## src/core/ifatl_pkg.sv

```systemverilog
// Constants, field layouts and carrier structs for the input function and alarm trip logic.
// Assumes a single 100 MHz clock and a plain register port on the host side.
// How it works
// - Code 7 zeroes ramp times and rounding
// - Code 8 selects alternative speed gains
// - Autotune writes into selected gain set
// - Code 9 suppresses minimum speed reference in positive-only or negative-only polarity
// - Code 10 open raises external fail one
// - Codes 17/18 open raise fails two/three
// - Code 11 forces field for programmed time
// - Codes 12/13 pick one of three jogs
// - Codes 14/15 ramp motor pot if used
// - Code 16 clears motor pot instantly
// - Codes 19/20 drive timer outputs delayed
// - Shared codes combine as logical OR
// - Slave current reference clamps at limit
// - Mains alarms delayed up to 2000 ms
// - Undervoltage delay only above 3/4, no regen
// - Serial silence beyond delay raises alarm
// - Fieldbus silence beyond delay raises alarm
// - Inhibit bits block three alarms
// - Code 0 clears the stored alarm
// - Code 6 bypasses speed loop and ramps
package ifatl_pkg;
  localparam int NUM_IN = 6;
  localparam int CODE_W = 5;
  localparam int REF_W = 16;
  localparam int CLK_MHZ = 100;
  localparam int CYC_PER_MS = CLK_MHZ * 1000;
  localparam int CYC_PER_10MS = CYC_PER_MS * 10;
  localparam logic [CODE_W-1:0] FN_RESET = 5'h00;
  localparam logic [CODE_W-1:0] FN_SLAVE = 5'h06;
  localparam logic [CODE_W-1:0] FN_RAMP_OFF = 5'h07;
  localparam logic [CODE_W-1:0] FN_ALT_SET = 5'h08;
  localparam logic [CODE_W-1:0] FN_MINSPD_OFF = 5'h09;
  localparam logic [CODE_W-1:0] FN_EXT1 = 5'h0a;
  localparam logic [CODE_W-1:0] FN_FLD_FORCE = 5'h0b;
  localparam logic [CODE_W-1:0] FN_JOG_A = 5'h0c;
  localparam logic [CODE_W-1:0] FN_JOG_B = 5'h0d;
  localparam logic [CODE_W-1:0] FN_UP = 5'h0e;
  localparam logic [CODE_W-1:0] FN_DN = 5'h0f;
  localparam logic [CODE_W-1:0] FN_POT_CLR = 5'h10;
  localparam logic [CODE_W-1:0] FN_EXT2 = 5'h11;
  localparam logic [CODE_W-1:0] FN_EXT3 = 5'h12;
  localparam logic [CODE_W-1:0] FN_TIMER_A = 5'h13;
  localparam logic [CODE_W-1:0] FN_TIMER_B = 5'h14;
  // Register map, word index on the plain port
  localparam logic [3:0] REG_FUNC_LO = 4'h0;
  localparam logic [3:0] REG_FUNC_HI = 4'h1;
  localparam logic [3:0] REG_MAINS_DLY = 4'h2;
  localparam logic [3:0] REG_SER_DLY = 4'h3;
  localparam logic [3:0] REG_FBUS_DLY = 4'h4;
  localparam logic [3:0] REG_INHIBIT = 4'h5;
  localparam logic [3:0] REG_FLD_TIME = 4'h6;
  localparam logic [3:0] REG_POT_RATE = 4'h7;
  localparam logic [3:0] REG_TIMER_A = 4'h8;
  localparam logic [3:0] REG_TIMER_B = 4'h9;
  localparam logic [3:0] REG_CUR_LIMIT = 4'ha;
  localparam logic [3:0] REG_MISC = 4'hb;
  localparam logic [3:0] REG_ALARMS = 4'hc;
  localparam logic [3:0] REG_POT_REF = 4'hd;
  localparam logic [3:0] REG_STATUS = 4'he;
  localparam logic [15:0] MAINS_DLY_RST = 16'h03e8;
  localparam logic [15:0] MAINS_DLY_MAX = 16'h07d0;
  localparam logic [15:0] LINK_DLY_RST = 16'h0064;
  localparam logic [15:0] LINK_DLY_MIN = 16'h0064;
  localparam logic [15:0] LINK_DLY_MAX = 16'h2710;
  localparam int INH_FLD = 0;
  localparam int INH_LOAD = 1;
  localparam int INH_FREQ = 2;
  localparam int MISC_POL_LO = 0;
  localparam int MISC_POT_USED = 2;
  localparam int MISC_SER_SRC = 3;
  localparam int MISC_FBUS_SRC = 4;
  localparam logic [1:0] POL_POS_ONLY = 2'h1;
  localparam logic [1:0] POL_NEG_ONLY = 2'h2;

  typedef struct packed {
    logic field_failure_alarm;
    logic load_loss_alarm;
    logic unstable_freq_alarm;
    logic mains_overvoltage_alarm;
    logic mains_undervoltage_alarm;
    logic external_fail_one_alarm;
    logic serial_link_alarm;
    logic fieldbus_alarm;
    logic external_fail_two_alarm;
    logic external_fail_three_alarm;
  } ifatl_alarm_s;

  typedef struct packed {
    logic ramps_zero;
    logic alt_gain_set_select;
    logic min_speed_positive_off;
    logic min_speed_negative_off;
    logic field_forcing_request;
    logic [1:0] jog_select;
    logic speed_loop_bypass;
    logic alarm_clear;
  } ifatl_ctrl_s;

  typedef struct packed {
    logic field_fail;
    logic load_loss;
    logic freq_unstable;
    logic mains_over;
    logic mains_under;
    logic below_three_quarter;
    logic regen_active;
    logic serial_msg_ok;
    logic fieldbus_msg_ok;
  } ifatl_cond_s;
endpackage

```

## src/core/ifatl_top.sv

```systemverilog
// Input function decode, timer outputs, motor potentiometer and alarm qualification.
// Assumes digital inputs and condition levels are synchronous-ish levels, one 100 MHz clock.
//
// Our own choices: the address-and-strobe port and the register offsets.
`timescale 1ns/100ps
module ifatl_top
#(
  parameter int TICK_MS_CYC = ifatl_pkg::CYC_PER_MS,
  parameter int TICK_10MS_CYC = ifatl_pkg::CYC_PER_10MS
)
(
  input wire logic MCLK,
  input wire logic RST_B,
  input wire logic [ifatl_pkg::NUM_IN-1:0] DIG_IN,
  input wire ifatl_pkg::ifatl_cond_s COND,
  input wire logic AUTOTUNE_DONE,
  input wire logic [ifatl_pkg::REF_W-1:0] CUR_PERCENT,
  input wire logic [3:0] REG_ADDR,
  input wire logic [31:0] REG_WDATA,
  input wire logic REG_WR,
  input wire logic REG_RD,
  output logic [31:0] REG_RDATA,
  output ifatl_pkg::ifatl_alarm_s ALARMS,
  output ifatl_pkg::ifatl_ctrl_s CTRL,
  output logic AUTOTUNE_TO_ALT,
  output logic [ifatl_pkg::REF_W-1:0] MOTOR_POT_REF,
  output logic [ifatl_pkg::REF_W-1:0] CURRENT_REF_MONITOR,
  output logic TIMER_A_OUT,
  output logic TIMER_B_OUT
);
  import ifatl_pkg::*;

  // Refused at elaboration: a zero-length tick would never fire
  if (TICK_MS_CYC < 1 || TICK_10MS_CYC < 1)
  begin
    $error("Tick periods must be at least one cycle");
  end

  logic [NUM_IN-1:0] in_meta_r, in_sync_r;
  logic [NUM_IN*CODE_W-1:0] func_sel_r;
  logic [15:0] mains_dly_r, ser_dly_r, fbus_dly_r, fld_time_r, pot_rate_r, cur_limit_r;
  logic [2:0] inhibit_r;
  logic [4:0] misc_r;
  logic [31:0] timer_a_cfg_r, timer_b_cfg_r;
  logic [31:0] tick_cnt_r, tick10_cnt_r;
  logic tick_ms, tick_10ms;

  // Two-stage synchroniser; the first stage feeds only the second
  always_ff @(posedge MCLK or negedge RST_B)
  begin
    if (!RST_B)
    begin
      in_meta_r <= '0;
      in_sync_r <= '0;
    end
    else
    begin
      in_meta_r <= DIG_IN;
      in_sync_r <= in_meta_r;
    end
  end

  // Any closed input carrying the code activates it
  function automatic logic fn_active(input logic [NUM_IN*CODE_W-1:0] sel, input logic [NUM_IN-1:0] lvl,
                                     input logic [CODE_W-1:0] code);
    logic hit;
    hit = 1'b0;
    for (int i = 0; i < NUM_IN; i++)
      if (sel[i*CODE_W +: CODE_W] == code && lvl[i])
        hit = 1'b1;
    return hit;
  endfunction

  // Any input carrying the code exists and is open
  function automatic logic fn_open(input logic [NUM_IN*CODE_W-1:0] sel, input logic [NUM_IN-1:0] lvl,
                                   input logic [CODE_W-1:0] code);
    logic hit;
    hit = 1'b0;
    for (int i = 0; i < NUM_IN; i++)
      if (sel[i*CODE_W +: CODE_W] == code && !lvl[i])
        hit = 1'b1;
    return hit;
  endfunction

  function automatic logic [15:0] clamp16(input logic [15:0] v, input logic [15:0] lo, input logic [15:0] hi);
    return (v < lo) ? lo : ((v > hi) ? hi : v);
  endfunction

  // Millisecond and 10 ms enables
  always_ff @(posedge MCLK or negedge RST_B)
  begin
    if (!RST_B)
    begin
      tick_cnt_r <= '0;
      tick10_cnt_r <= '0;
      tick_ms <= 1'b0;
      tick_10ms <= 1'b0;
    end
    else
    begin
      tick_ms <= (tick_cnt_r == 32'(TICK_MS_CYC - 1));
      tick_10ms <= (tick10_cnt_r == 32'(TICK_10MS_CYC - 1));
      tick_cnt_r <= (tick_cnt_r == 32'(TICK_MS_CYC - 1)) ? '0 : tick_cnt_r + 32'h1;
      tick10_cnt_r <= (tick10_cnt_r == 32'(TICK_10MS_CYC - 1)) ? '0 : tick10_cnt_r + 32'h1;
    end
  end

  // Register writes; mains, serial and fieldbus delays are clamped into their legal ranges
  always_ff @(posedge MCLK or negedge RST_B)
  begin
    if (!RST_B)
    begin
      func_sel_r <= '0;
      mains_dly_r <= MAINS_DLY_RST;
      ser_dly_r <= LINK_DLY_RST;
      fbus_dly_r <= LINK_DLY_RST;
      inhibit_r <= '0;
      fld_time_r <= '0;
      pot_rate_r <= '0;
      timer_a_cfg_r <= '0;
      timer_b_cfg_r <= '0;
      cur_limit_r <= '0;
      misc_r <= '0;
    end
    else if (REG_WR)
    begin
      case (REG_ADDR)
        REG_FUNC_LO: func_sel_r[29:15] <= REG_WDATA[14:0];
        REG_FUNC_HI: func_sel_r[14:0] <= REG_WDATA[14:0];
        REG_MAINS_DLY: mains_dly_r <= clamp16(REG_WDATA[15:0], 16'h0000, MAINS_DLY_MAX);
        REG_SER_DLY: ser_dly_r <= clamp16(REG_WDATA[15:0], LINK_DLY_MIN, LINK_DLY_MAX);
        REG_FBUS_DLY: fbus_dly_r <= clamp16(REG_WDATA[15:0], LINK_DLY_MIN, LINK_DLY_MAX);
        REG_INHIBIT: inhibit_r <= REG_WDATA[2:0];
        REG_FLD_TIME: fld_time_r <= REG_WDATA[15:0];
        REG_POT_RATE: pot_rate_r <= REG_WDATA[15:0];
        REG_TIMER_A: timer_a_cfg_r <= REG_WDATA;
        REG_TIMER_B: timer_b_cfg_r <= REG_WDATA;
        REG_CUR_LIMIT: cur_limit_r <= REG_WDATA[15:0];
        REG_MISC: misc_r <= REG_WDATA[4:0];
        default: ;
      endcase
    end
  end

  // Decoded functions
  logic f_reset, f_slave, f_ramp, f_alt, f_minspd, f_fld, f_ja, f_jb, f_up, f_dn, f_clr, f_ta, f_tb;
  logic o_ext1, o_ext2, o_ext3;
  logic [1:0] pol;
  always_comb
  begin
    f_reset = fn_active(func_sel_r, in_sync_r, FN_RESET);
    f_slave = fn_active(func_sel_r, in_sync_r, FN_SLAVE);
    f_ramp = fn_active(func_sel_r, in_sync_r, FN_RAMP_OFF);
    f_alt = fn_active(func_sel_r, in_sync_r, FN_ALT_SET);
    f_minspd = fn_active(func_sel_r, in_sync_r, FN_MINSPD_OFF);
    f_fld = fn_active(func_sel_r, in_sync_r, FN_FLD_FORCE);
    f_ja = fn_active(func_sel_r, in_sync_r, FN_JOG_A);
    f_jb = fn_active(func_sel_r, in_sync_r, FN_JOG_B);
    f_up = fn_active(func_sel_r, in_sync_r, FN_UP);
    f_dn = fn_active(func_sel_r, in_sync_r, FN_DN);
    f_clr = fn_active(func_sel_r, in_sync_r, FN_POT_CLR);
    f_ta = fn_active(func_sel_r, in_sync_r, FN_TIMER_A);
    f_tb = fn_active(func_sel_r, in_sync_r, FN_TIMER_B);
    o_ext1 = fn_open(func_sel_r, in_sync_r, FN_EXT1);
    o_ext2 = fn_open(func_sel_r, in_sync_r, FN_EXT2);
    o_ext3 = fn_open(func_sel_r, in_sync_r, FN_EXT3);
    pol = misc_r[MISC_POL_LO +: 2];
  end

  // Field forcing holds for the programmed time in ms while the input stays closed
  logic [15:0] fld_cnt_r;
  always_ff @(posedge MCLK or negedge RST_B)
  begin
    if (!RST_B)
      fld_cnt_r <= '0;
    else if (!f_fld)
      fld_cnt_r <= '0;
    else if (tick_ms && fld_cnt_r != fld_time_r)
      fld_cnt_r <= fld_cnt_r + 16'h1;
  end

  always_ff @(posedge MCLK or negedge RST_B)
  begin
    if (!RST_B)
    begin
      CTRL <= '0;
      AUTOTUNE_TO_ALT <= 1'b0;
    end
    else
    begin
      CTRL.ramps_zero <= f_ramp && !f_slave;
      CTRL.alt_gain_set_select <= f_alt;
      CTRL.min_speed_positive_off <= f_minspd && pol == POL_POS_ONLY;
      CTRL.min_speed_negative_off <= f_minspd && pol == POL_NEG_ONLY;
      CTRL.field_forcing_request <= f_fld && fld_cnt_r != fld_time_r;
      CTRL.jog_select <= {f_jb, f_ja};
      CTRL.speed_loop_bypass <= f_slave;
      CTRL.alarm_clear <= f_reset;
      // Write target follows the live selection when tuning finishes
      if (AUTOTUNE_DONE)
        AUTOTUNE_TO_ALT <= f_alt;
    end
  end

  // Motor potentiometer: one step per ms at the programmed rate
  always_ff @(posedge MCLK or negedge RST_B)
  begin
    if (!RST_B)
      MOTOR_POT_REF <= '0;
    else if (f_clr)
      MOTOR_POT_REF <= '0;
    else if (misc_r[MISC_POT_USED] && tick_ms && f_up != f_dn)
    begin
      if (f_up)
        MOTOR_POT_REF <= (MOTOR_POT_REF > 16'hffff - pot_rate_r) ? 16'hffff : MOTOR_POT_REF + pot_rate_r;
      else
        MOTOR_POT_REF <= (MOTOR_POT_REF < pot_rate_r) ? 16'h0000 : MOTOR_POT_REF - pot_rate_r;
    end
  end

  // Slave current reference follows demand and sticks at the limit
  always_ff @(posedge MCLK or negedge RST_B)
  begin
    if (!RST_B)
      CURRENT_REF_MONITOR <= '0;
    else
      CURRENT_REF_MONITOR <= (CUR_PERCENT > cur_limit_r) ? cur_limit_r : CUR_PERCENT;
  end

  // Timer outputs: config is {polarity, off delay [30:16] ms, on delay [14:0] ms}
  logic [14:0] ta_cnt_r, tb_cnt_r;
  logic ta_state_r, tb_state_r;
  always_ff @(posedge MCLK or negedge RST_B)
  begin
    if (!RST_B)
    begin
      ta_cnt_r <= '0;
      ta_state_r <= 1'b0;
    end
    else if (f_ta == ta_state_r)
      ta_cnt_r <= '0;
    else if (tick_ms)
    begin
      if (ta_cnt_r >= (f_ta ? timer_a_cfg_r[14:0] : timer_a_cfg_r[30:16]))
      begin
        ta_state_r <= f_ta;
        ta_cnt_r <= '0;
      end
      else
        ta_cnt_r <= ta_cnt_r + 15'h1;
    end
  end

  always_ff @(posedge MCLK or negedge RST_B)
  begin
    if (!RST_B)
    begin
      tb_cnt_r <= '0;
      tb_state_r <= 1'b0;
    end
    else if (f_tb == tb_state_r)
      tb_cnt_r <= '0;
    else if (tick_ms)
    begin
      if (tb_cnt_r >= (f_tb ? timer_b_cfg_r[14:0] : timer_b_cfg_r[30:16]))
      begin
        tb_state_r <= f_tb;
        tb_cnt_r <= '0;
      end
      else
        tb_cnt_r <= tb_cnt_r + 15'h1;
    end
  end

  always_ff @(posedge MCLK or negedge RST_B)
  begin
    if (!RST_B)
    begin
      TIMER_A_OUT <= 1'b0;
      TIMER_B_OUT <= 1'b0;
    end
    else
    begin
      TIMER_A_OUT <= ta_state_r ^ timer_a_cfg_r[31];
      TIMER_B_OUT <= tb_state_r ^ timer_b_cfg_r[31];
    end
  end

  // Trip-delay counters restart whenever the condition drops
  logic [15:0] ov_cnt_r, uv_cnt_r, ser_cnt_r, fb_cnt_r;
  logic uv_immediate;
  assign uv_immediate = COND.below_three_quarter || COND.regen_active;
  always_ff @(posedge MCLK or negedge RST_B)
  begin
    if (!RST_B)
    begin
      ov_cnt_r <= '0;
      uv_cnt_r <= '0;
      ser_cnt_r <= '0;
      fb_cnt_r <= '0;
    end
    else
    begin
      ov_cnt_r <= !COND.mains_over ? '0 : ((tick_ms && ov_cnt_r < mains_dly_r) ? ov_cnt_r + 16'h1 : ov_cnt_r);
      uv_cnt_r <= !COND.mains_under ? '0 : ((tick_ms && uv_cnt_r < mains_dly_r) ? uv_cnt_r + 16'h1 : uv_cnt_r);
      ser_cnt_r <= (COND.serial_msg_ok || !misc_r[MISC_SER_SRC]) ? '0 :
                   ((tick_10ms && ser_cnt_r < ser_dly_r) ? ser_cnt_r + 16'h1 : ser_cnt_r);
      fb_cnt_r <= (COND.fieldbus_msg_ok || !misc_r[MISC_FBUS_SRC]) ? '0 :
                  ((tick_10ms && fb_cnt_r < fbus_dly_r) ? fb_cnt_r + 16'h1 : fb_cnt_r);
    end
  end

  // Alarms latch until a reset input; a new trip in the clearing cycle wins
  ifatl_alarm_s trip;
  always_comb
  begin
    trip = '0;
    trip.field_failure_alarm = COND.field_fail && !inhibit_r[INH_FLD];
    trip.load_loss_alarm = COND.load_loss && !inhibit_r[INH_LOAD];
    trip.unstable_freq_alarm = COND.freq_unstable && !inhibit_r[INH_FREQ];
    trip.mains_overvoltage_alarm = COND.mains_over && ov_cnt_r >= mains_dly_r;
    trip.mains_undervoltage_alarm = COND.mains_under && (uv_immediate || uv_cnt_r >= mains_dly_r);
    trip.external_fail_one_alarm = o_ext1;
    trip.external_fail_two_alarm = o_ext2;
    trip.external_fail_three_alarm = o_ext3;
    trip.serial_link_alarm = misc_r[MISC_SER_SRC] && ser_cnt_r >= ser_dly_r;
    trip.fieldbus_alarm = misc_r[MISC_FBUS_SRC] && fb_cnt_r >= fbus_dly_r;
  end

  always_ff @(posedge MCLK or negedge RST_B)
  begin
    if (!RST_B)
      ALARMS <= '0;
    else
      ALARMS <= (f_reset ? '0 : ALARMS) | trip;
  end

  // Read port, data valid the cycle after the strobe
  always_ff @(posedge MCLK or negedge RST_B)
  begin
    if (!RST_B)
      REG_RDATA <= '0;
    else if (REG_RD)
    begin
      case (REG_ADDR)
        REG_FUNC_LO: REG_RDATA <= {17'h0, func_sel_r[29:15]};
        REG_FUNC_HI: REG_RDATA <= {17'h0, func_sel_r[14:0]};
        REG_MAINS_DLY: REG_RDATA <= {16'h0, mains_dly_r};
        REG_SER_DLY: REG_RDATA <= {16'h0, ser_dly_r};
        REG_FBUS_DLY: REG_RDATA <= {16'h0, fbus_dly_r};
        REG_INHIBIT: REG_RDATA <= {29'h0, inhibit_r};
        REG_FLD_TIME: REG_RDATA <= {16'h0, fld_time_r};
        REG_POT_RATE: REG_RDATA <= {16'h0, pot_rate_r};
        REG_TIMER_A: REG_RDATA <= timer_a_cfg_r;
        REG_TIMER_B: REG_RDATA <= timer_b_cfg_r;
        REG_CUR_LIMIT: REG_RDATA <= {16'h0, cur_limit_r};
        REG_MISC: REG_RDATA <= {27'h0, misc_r};
        REG_ALARMS: REG_RDATA <= {22'h0, ALARMS};
        REG_POT_REF: REG_RDATA <= {16'h0, MOTOR_POT_REF};
        REG_STATUS: REG_RDATA <= {18'h0, in_sync_r, CTRL[7:0]};
        default: REG_RDATA <= '0;
      endcase
    end
    else
      REG_RDATA <= '0;
  end
endmodule

```

## config.mk

```make
export PLATFORM = sky130hd
export DESIGN_NAME = ifatl_top
export DESIGN_NICKNAME = d
export VERILOG_FILES = /design/src/core/ifatl_pkg.sv /design/src/core/ifatl_top.sv
export SDC_FILE = /design/constraint.sdc
export NUM_CORES = 1
export LEC_CHECK = 0
export BUFFER_PORTS_ARGS = -buffer_cell sky130_fd_sc_hd__clkbuf_2
export CORE_MARGIN = 4
export CORE_UTILIZATION = 55
export DETAILED_ROUTE_END_ITERATION = 8
export PLACE_DENSITY_LB_ADDON = 0.08
export SETUP_SLACK_MARGIN = 0.4
export SLEW_MARGIN = 20
export SYNTH_ARGS = -nofsm -noshare
export SYNTH_HDL_FRONTEND = slang
export SYNTH_SLANG_ARGS = --single-unit
```

## constraint.sdc

```tcl
create_clock -name MCLK -period 5.6 [get_ports MCLK]
set_input_delay 0.56 -clock MCLK [delete_from_list [all_inputs] [get_ports MCLK]]
set_output_delay 0.56 -clock MCLK [all_outputs]
set_load 0.005 [all_outputs]
```

# Yosys cells after proc, flatten, opt, wreduce, memory -nomap -nowiden
# Index checks and enable logic that the tools add are counted.
# word_totals
regBits,474
# op_classes
n_addsub,12
muxes,129
magnitude_cmp,17
n_reduce_logical,156
bitwise,5
n_eq_ne,115
# op_table
cell,n
32-bit one-hot mux with 15 select lines,1
16-bit two-way mux,20
5-bit by 4-bit == test with 1-bit output (second input constant),48
5-bit == test (second input constant),30
15-bit two-way mux,8
1-bit logical AND,114
1-bit two-way mux,96
32-bit two-way mux,3
16-bit by 1-bit adder with 16-bit output (second input constant),5
16-bit less-than comparator,5
32-bit by 1-bit adder with 32-bit output (second input constant),2
16-bit greater-or-equal comparator,4
5-bit by 3-bit == test with 1-bit output (second input constant),12
32-bit by 17-bit == test with 1-bit output (second input constant),1
32-bit by 20-bit == test with 1-bit output (second input constant),1
16-bit greater-than comparator,2
15-bit by 1-bit adder with 15-bit output (second input constant),2
15-bit greater-or-equal comparator,2
5-bit logical NOT,6
4-bit == test (second input constant),7
2-bit AND reduction,12
16-bit adder,1
4-bit by 3-bit == test with 1-bit output (second input constant),4
16-bit by 11-bit greater-than comparator with 1-bit output (second input constant),1
other kinds (22),47

# Depth between registers and ports, before layout
# Gate-level depths: netlist of the first run.
# logic_depth
ltp_word,13
ltp_mapped,16
ltp_nobuf,13

# Least setup slack after synthesis of the first run
# Ideal clock, no wire load.
# synth_timing
path_kind,register to register
startpoint,register func_sel_r[21]
endpoint,register tb_cnt_r[10]
t_arrival_ns,3.801
setup_ns,0.104
t_required_ns,5.496
path_buffers,3
period_less_slack_ns,3.904
slack_ns,1.696
stages_incl_launch_ff,16
path_cell_list,dfrtp_1 > clkbuf_1 > nand4bb_1 > o22ai_1 > nor3_4 > clkbuf_1 > mux2i_1 > ha_1 > a21o_1 > a2111oi_0 > o21a_1 > o21ai_1 > a211oi_4 > nand2_1 > buf_4 > o311ai_1
# synth_between
elab_chain_len,9
# synth_lines
element,line_no,source
"start, declared",ifatl_top.sv:40,logic [NUM_IN*CODE_W-1:0] func_sel_r;
"start signal, assigned",ifatl_top.sv:128,REG_FUNC_LO: func_sel_r[29:15] <= REG_WDATA[14:0];
5-bit == test *,ifatl_top.sv:69,if (sel[i*CODE_W +: CODE_W] == code && lvl[i])
1-bit logical AND *,ifatl_top.sv:69,
1-bit two-way mux * (2 in a row),ifatl_top.sv:69,
15-bit two-way mux,ifatl_top.sv:265,if (tb_cnt_r >= (f_tb ? timer_b_cfg_r[14:0] : timer_b_cfg_r[30:16]))
15-bit greater-or-equal comparator,ifatl_top.sv:265,
15-bit two-way mux,ifatl_top.sv:265,
15-bit two-way mux,ifatl_top.sv:263,else if (tick_ms)
15-bit two-way mux,ifatl_top.sv:261,else if (f_tb == tb_state_r)
"end signal, assigned",ifatl_top.sv:271,tb_cnt_r <= tb_cnt_r + 15'h1;
"end, declared",ifatl_top.sv:231,"logic [14:0] ta_cnt_r, tb_cnt_r;"
# Every way passes the cells marked *; elsewhere a longest branch is shown, timed or not. The select of a mux whose other input is x is not followed.
# A chain may end at the register's enable or synchronous reset.

# Final worst setup path of the first run
# layout_timing
startpoint,register func_sel_r[21]
endpoint,register tb_cnt_r[8]
# Same word-level chain as after synthesis.

==> results of run 1 <==
critical path, delay by kind of cell (launching register included):
| family | cells | cell delay [ns] |
|---|---|---|
| flops | 1 | 0.53 |
| fa+ha+maj | 1 | 0.27 |
| mux | 1 | 0.25 |
| simple gates | 3 | 1.12 |
| compound gates | 7 | 1.79 |
| buf+inv | 1 | 0.22 |
synthesized netlist by cell type (all sizes together) (28+ instances only):
library cell,n,area [um^2]
a21o,41,308
a21oi,83,415
a221oi,32,287
a22o,39,342
a22oi,41,308
and2,28,175
and3,37,231
clkbuf,83,312
dfrtp,462,11600
ha,152,1900
inv,132,495
mux2,161,1810
mux2i,39,390
nand2,222,833
nand2b,55,344
nand3,90,450
nand4,44,275
nor2,171,642
nor3,71,387
nor4,52,370
o21ai,119,599
or3,29,181
xnor2,102,893
xor2,44,385
cells by family (layout without fill, tap and decap cells):
family	count (synthesis)	in the layout	share of synthesized area [%]
AND/OR/NAND/NOR	893	893	17.4
multiplexers	200	200	8.31
buffers and inverters	235	416	3.40
AO/OA/AOI/OAI	532	532	13.9
XOR/XNOR	146	146	4.83
flip-flops	474	474	44.8
adder cells (fa/ha/maj)	154	154	7.33
other	0	1	0
cell usage in the layout, fill, tap and decap left out, types with 48 or more instances in the layout:
cell type	instances
nand2b_1	55
nand2_1	222
clkbuf_2	156
mux2_2	161
xnor2_1	102
nor2_1	168
o21ai_1	58
inv_1	132
clkbuf_16	54
nor3_1	61
dfrtp_1	462
a21oi_1	82
nor4_1	48
o21ai_0	58
nand3_1	90
ha_1	152
layout make-up:
cell class,instances,area [um^2]
antenna,1,2.50
clock buffer,76,1580
inverter,132,495
timing repair buffer,188,1070
sequential,474,11900
tap,615,769
clock inverter,20,244
multi-input combinational,1925,13800
fill,3911,17800
through the flow:
step / power [W] / util (%) / cells / hold WS, ns / instance area [um^2]
6_report: 0.00992 / 62.6 / 3431 / 0.0538 / 29800
5_1_grt: 0.0103 / 62.6 / 3431 / 0.0452 / 29800
4_1_cts: 0.00991 / 62.6 / 3430 / 0.0357 / 29800
3_5_place_dp: 0.00626 / 58.7 / 3333 / 0.384 / 28000
3_3_place_gp: 0.00621 / 58.7 / 3333 / 0.390 / 28000
2_1_floorplan: 0.00534 / - / 2634 / 0.264 / 26500
layer usage:
metal / part of all wire [%] / global-route usage, % / up-vias
met3: 8.4 / 6.85 / 229
met4: 5.0 / 15.4 / 4
met2: 46 / 54.7 / 1014
met5: 0.024 / 0 / -
met1: 40 / 46.8 / 11100
li1: - / - / 9892
power breakdown:
group	leakage [nW]	internal, W	switching, W
sequential	6.17	0.00382	0.000604
clock	0.914	0.00219	0.00147
combinational	6.65	0.000774	0.00107
flip-flops by register name, indices dropped and copies added (netlist names), 30 cells and up:
register and cells:
timer_b_cfg_r 32, REG_RDATA 32, tick_cnt_r 32, timer_a_cfg_r 32
tick10_cnt_r 32, func_sel_r 30
worst min path at each step:
stage / cells after the start / endpoint / from
floorplan: 0 / ALARMS[0] / RST_B
global placement: 1 / MOTOR_POT_REF[7] / RST_B
detailed placement: 0 / in_sync_r[5] / in_meta_r[5]
CTS: 1 / in_meta_r[3] / DIG_IN[3]
global route: 1 / in_meta_r[3] / DIG_IN[3]
finish: 1 / in_meta_r[3] / DIG_IN[3]
what timing repair did:
item                      CTS  global route
hold endpoints to repair   14             0
hold buffers                1             0
setup buffers               0             0
==> results.cfg, run 1 <==
[status]
status = complete, no violations

[sta]
tns_ns = 0
fin_crit_sh_pct = 77.2
setup_violations = 0
fmax_ghz = 0.231
rsz0062_at_grt = false
finalMaxSlewViolations = 0
fin_ws_ns = 1.28
maxSlewHeadroom_pct = 24.1
worst_pin_slew_ns = 1.13
clock_skew_ns = 0.0244
hold_viol = 0
fin_crit_ns = 4.32

[logic_synthesis]
synth.distinct_cells = 83
yosys_warnings = 0
syn_area_per_cell_um2 = 10.1
ys_ff_latch = 474
synth.cell_area_um2 = 26500
synth-edff-count = 0
netlist_instances = 2634
yosys_most_used_dff = dfrtp_1
synth_seq_area_share_pct = 44.8
synth_fp_nets = 2860
synthArstFlopShare_pct = 100

[die]
io_pins = 158
die-area_um2 = 51800
die_y_um = 228
core_area_um2 = 47600
initial_core_util_pct = 55.6
die_w_um = 228
rows = 80

[placement]
io_buffers = 157
place_congestion = 1.09
dp_hpwl_mm = 67.4
pre_cts_ws_ns = 1.37

[worst_setup_path]
rr_endpoint = tb_cnt_r[8]
critPathMaxFanout = 14
cp-startpoint = func_sel_r[21]
endpoint_kind = flop
crit_chain = nand4bb_1 > o22ai_1 > nor3_4 > mux2i_1 > ha_1 > a21o_1 > a2111oi_0 > o21a_1 > o21ai_1 > a211oi_4 > buf_4 > nand2_1 > o311ai_1
r2r_start = func_sel_r[21]
critPathCapture = tb_cnt_r[8]
worstSetupPathType = flop to flop
worstPathArrival_ns = 4.81
start_kind = flop
ff2ff_path_depth = 13
rrSetupSlack_ns = 1.28
cp_slowest_cell = nor3_4
worstPathRequired_ns = 6.09
cp_slowest_stage_delay_ns = 0.59

[clock_network]
clkSinkCount = 474
htreeDepth = 2
root_buffer = clkbuf_16
clkLatencyLatePin_ns = 0.62
cts_buffers = 52
cts_tree = yes
cts_resized = 0
clk_pin_slew_ns = 0.06
clk_path_buf_depth = 3

[drt]
ant_nets = 0
wl_per_cell_um = 26.4
dr.pass1.iters = 7
first_iter_violations = 2251
vias = 22300
drt_drc_violations_left = 0
routed_via_density = 6.49
routed_wl_mm = 90.4

[grt]
grt_max_degree = 180
antenna_found_initial = 4
grt_pass1_wl_mm = 135
grt_pass1_vias = 21700
gr-usage-all-layers_pct = 34.6
grt.overflow.total = 0

[power_and_ir_drop]
p_per_area_nw_per_um2 = 333
leakage_nw = 13.7
ir_drop_uv = 308

[job]
maxCapViolCount = 0

[layout]
drive_above_1_share_pct = 17.6
nets = 2999
syn_to_final_growth_pct = 12.5

[hold_path]
holdCritPathClass = input pin to flop
(Power assumes the default switching activity.)
==> run 2, diff against run 1 <==
ABC_AREA = 1   (was default)
clock period = 4.5 ns   (was 5.6 ns; I/O delays follow)
==> run 2 against run 1 <==
  * Critical path depth grew 4
  * Sequential cell count did not move
  * First-iteration DRC count grew 35%
  * Highest routed layer unchanged
  * Utilization down 1.1 points
  * Critical path type unchanged
  * Critical endpoint is now ta_state_r
  * Non-clock buffer count decreased by 6
  * Sequential share of layout area down 3.1 points
  * Combinational power is 24% higher
  * Largest cell class unchanged
  * Global-route usage shrank 0.58 points
  * Clock skew decreased by 0.0058 ns
==> results.cfg, run 2 <==
[status]
status = complete, no violations

[grt]
grt_util_met3_pct = 7.02
grt_use_met1_pct = 50.8
antenna_found_initial = 6
gr-usage-all-layers_pct = 34.1
grt.busiest_layer = met1
grt_pass1_vias = 25200
grt_max_degree = 107
grt.overflow.total = 0
grt_pass1_wl_mm = 151
use_met2_pct = 49.6

[clock_network]
clkSinkCount = 474
clkLatencyLatePin_ns = 0.62
root_buffer = clkbuf_16
postCtsSetupRepairBufs = 0
clk_path_buf_depth = 3
htreeDepth = 2
cts_resized = 0
cts_buffers = 54
cts_tree = yes
clk_pin_slew_ns = 0.06
cts_hold_buf = 7

[sta]
fmax_ghz = 0.276
finalMaxSlewViolations = 0
fin_crit_sh_pct = 80.6
maxSlewHeadroom_pct = 25.6
setup_violations = 0
worst_pin_slew_ns = 1.11
hold_viol = 0
clock_skew_ns = 0.0185
fin_crit_ns = 3.63
rsz0062_at_grt = false
tns_ns = 0

[placement]
placed_area_um2 = 30500
place_congestion = 1.07
dp_hpwl_mm = 75.1
io_buffers = 157

[logic_synthesis]
yosys_most_used_dff = dfrtp_1
synth_seq_area_share_pct = 40.7
ys_ff_latch = 474
netlist_instances = 3891
ys_top_cells_by_area = dfrtp_1 40%, nand2_1 13%, ha_1 6.5%
synthTopCellsByCount = 1006 x nand2_1, 463 x inv_1, 462 x dfrtp_1
synth-edff-count = 0
synth.distinct_cells = 63
synthArstFlopShare_pct = 100
synth_top_area_share_pct = 39.6
synth_compound_area_share_pct = 10.4
synth_fp_nets = 4117
synth_most_common_cell = nand2_1
syn_area_per_cell_um2 = 7.50
synth.cell_area_um2 = 29200
synth_fa_ha_area_share_pct = 6.65
synth_top_family_by_area = simple AND/OR/NAND/NOR gates
yosys.area.top_type = dfrtp_1
muxShareOfSynthArea_pct = 0.386
synth_xor_xnor_area_share_pct = 5.11
synthSimpleGateAreaFrac_pct = 28.7
yosys_warnings = 0

[worst_setup_path]
worstPathRequired_ns = 5.00
critPathTopFamily = simple AND/OR/NAND/NOR gates
cp_slowest_stage_delay_ns = 0.49
cp_common_cell = nand2_1
start_kind = flop
r2r_start = func_sel_r[8]
cp_slowest_cell = nand3_1
rrSetupSlack_ns = 0.87
critPathMaxFanout = 27
endpoint_kind = flop
rr_endpoint = ta_state_r
ff2ff_path_depth = 17
crit_chain = nor2_1 > nand2_1 > nor3_1 > nor3_2 > nand2_4 > o21ai_0 > ha_1 > nand2_1 > inv_1 > o21ai_0 > nand2_1 > a21oi_1 > nand3_1 > nand2_1 > inv_1 > nand2_1 > o21ai_0
worstPathArrival_ns = 4.12
worstSetupPathType = flop to flop
worst-path-buf-inv = 2

[power_and_ir_drop]
leakage_nw = 16.3
p_per_area_nw_per_um2 = 361
ir_drop_uv = 295

[layout]
regArea_um2 = 11900
drive_above_1_share_pct = 8.51
nets = 4241
fillers = 4925
syn_to_final_growth_pct = 10.7
final_common_cell = nand2_1
multi_input_area_um2 = 15000
fin_area_um2 = 32300
mostFrequentLayoutCells = 1004 x nand2_1, 463 x inv_1, 462 x dfrtp_1

[drt]
routed_wl_mm = 98.4
drt_drc_violations_left = 0
ant_nets = 0
dr.pass1.iters = 8
vias = 27400
routed_via_density = 5.77
wl_per_cell_um = 20.7
first_iter_violations = 3034

[die]
core_area_um2 = 52600
io_pins = 158
die-area_um2 = 56800
rows = 84
die_w_um = 238
die_y_um = 238
initial_core_util_pct = 55.5

[hold_path]
min_to = ALARMS[9]
worstHoldStart = COND[8]
whs_path_depth = 3
holdCritPathClass = input pin to flop

[job]
maxCapViolCount = 0
-- run 2: cells by family after synthesis --
| kind of cell | after synthesis |
|---|---|
| and+or+nand+nor | 1934 |
| buffers and inverters | 608 |
| AOI/OAI and AO/OA | 542 |
| DFF | 474 |
| xor gates and xnor gates | 168 |
| adders and majority gates | 154 |
| muxes | 11 |
-- run 2: area by class of cell --
cell class	instances	share of cell area (%)
multi-input cells	2809	46.3
flip-flops and latches	474	36.7
inverters	494	5.75
clock buffers	76	4.75
repair buffers	182	3.25
well taps	688	2.66
clock inverters	21	0.496
diodes	1	0.00774
-- run 2: power breakdown --
part           internal, W  switching (W)  total (W)
registers          0.00470       0.000417    0.00512
logic             0.000708        0.00157    0.00228
clock network      0.00243        0.00184    0.00427
-- run 2: metal layers --
metal	wire length (um)	up-vias	share of wire [%]
met2	41400	1235	42
met5	27	-	0.027
li1	-	13000	-
met4	3700	4	3.8
met3	9520	200	9.7
met1	43800	12900	44
-- run 2: metrics by stage --
step                      total power [W]  std cells  worst slack, ns  utilization (%)  hold slack, ns
after floorplan                   0.00646       3891             1.63                -           0.154
after global placement            0.00737       4640             1.05             58.1           0.333
after detailed placement          0.00740       4640            0.991             58.1           0.339
after CTS                          0.0117       4744            0.974             61.5          0.0333
after global routing               0.0122       4745            0.493             61.5          0.0740
final                              0.0117       4745            0.875             61.5          0.0626
-- run 2: worst max-delay path by stage --
stage                         from          end  slack (ns)  depth (start not counted)
floorplan           func_sel_r[18]  ta_cnt_r[5]        1.63                         19
global placement     func_sel_r[8]   ta_state_r        1.05                         17
detailed placement   func_sel_r[8]   ta_state_r        0.99                         17
CTS                  func_sel_r[8]   ta_state_r        0.97                         17
global route        func_sel_r[12]   ta_state_r        0.49                         18
finish               func_sel_r[8]   ta_state_r        0.87                         17
-- run 2: worst reg2reg max path: cells and delay by family, from the launching register on --
| family | cells | cell delay, ns |
|---|---|---|
| compound gates | 4 | 0.71 |
| flops | 1 | 0.43 |
| buf+inv | 2 | 0.09 |
| simple gates | 10 | 1.95 |
| fa+ha+maj | 1 | 0.33 |
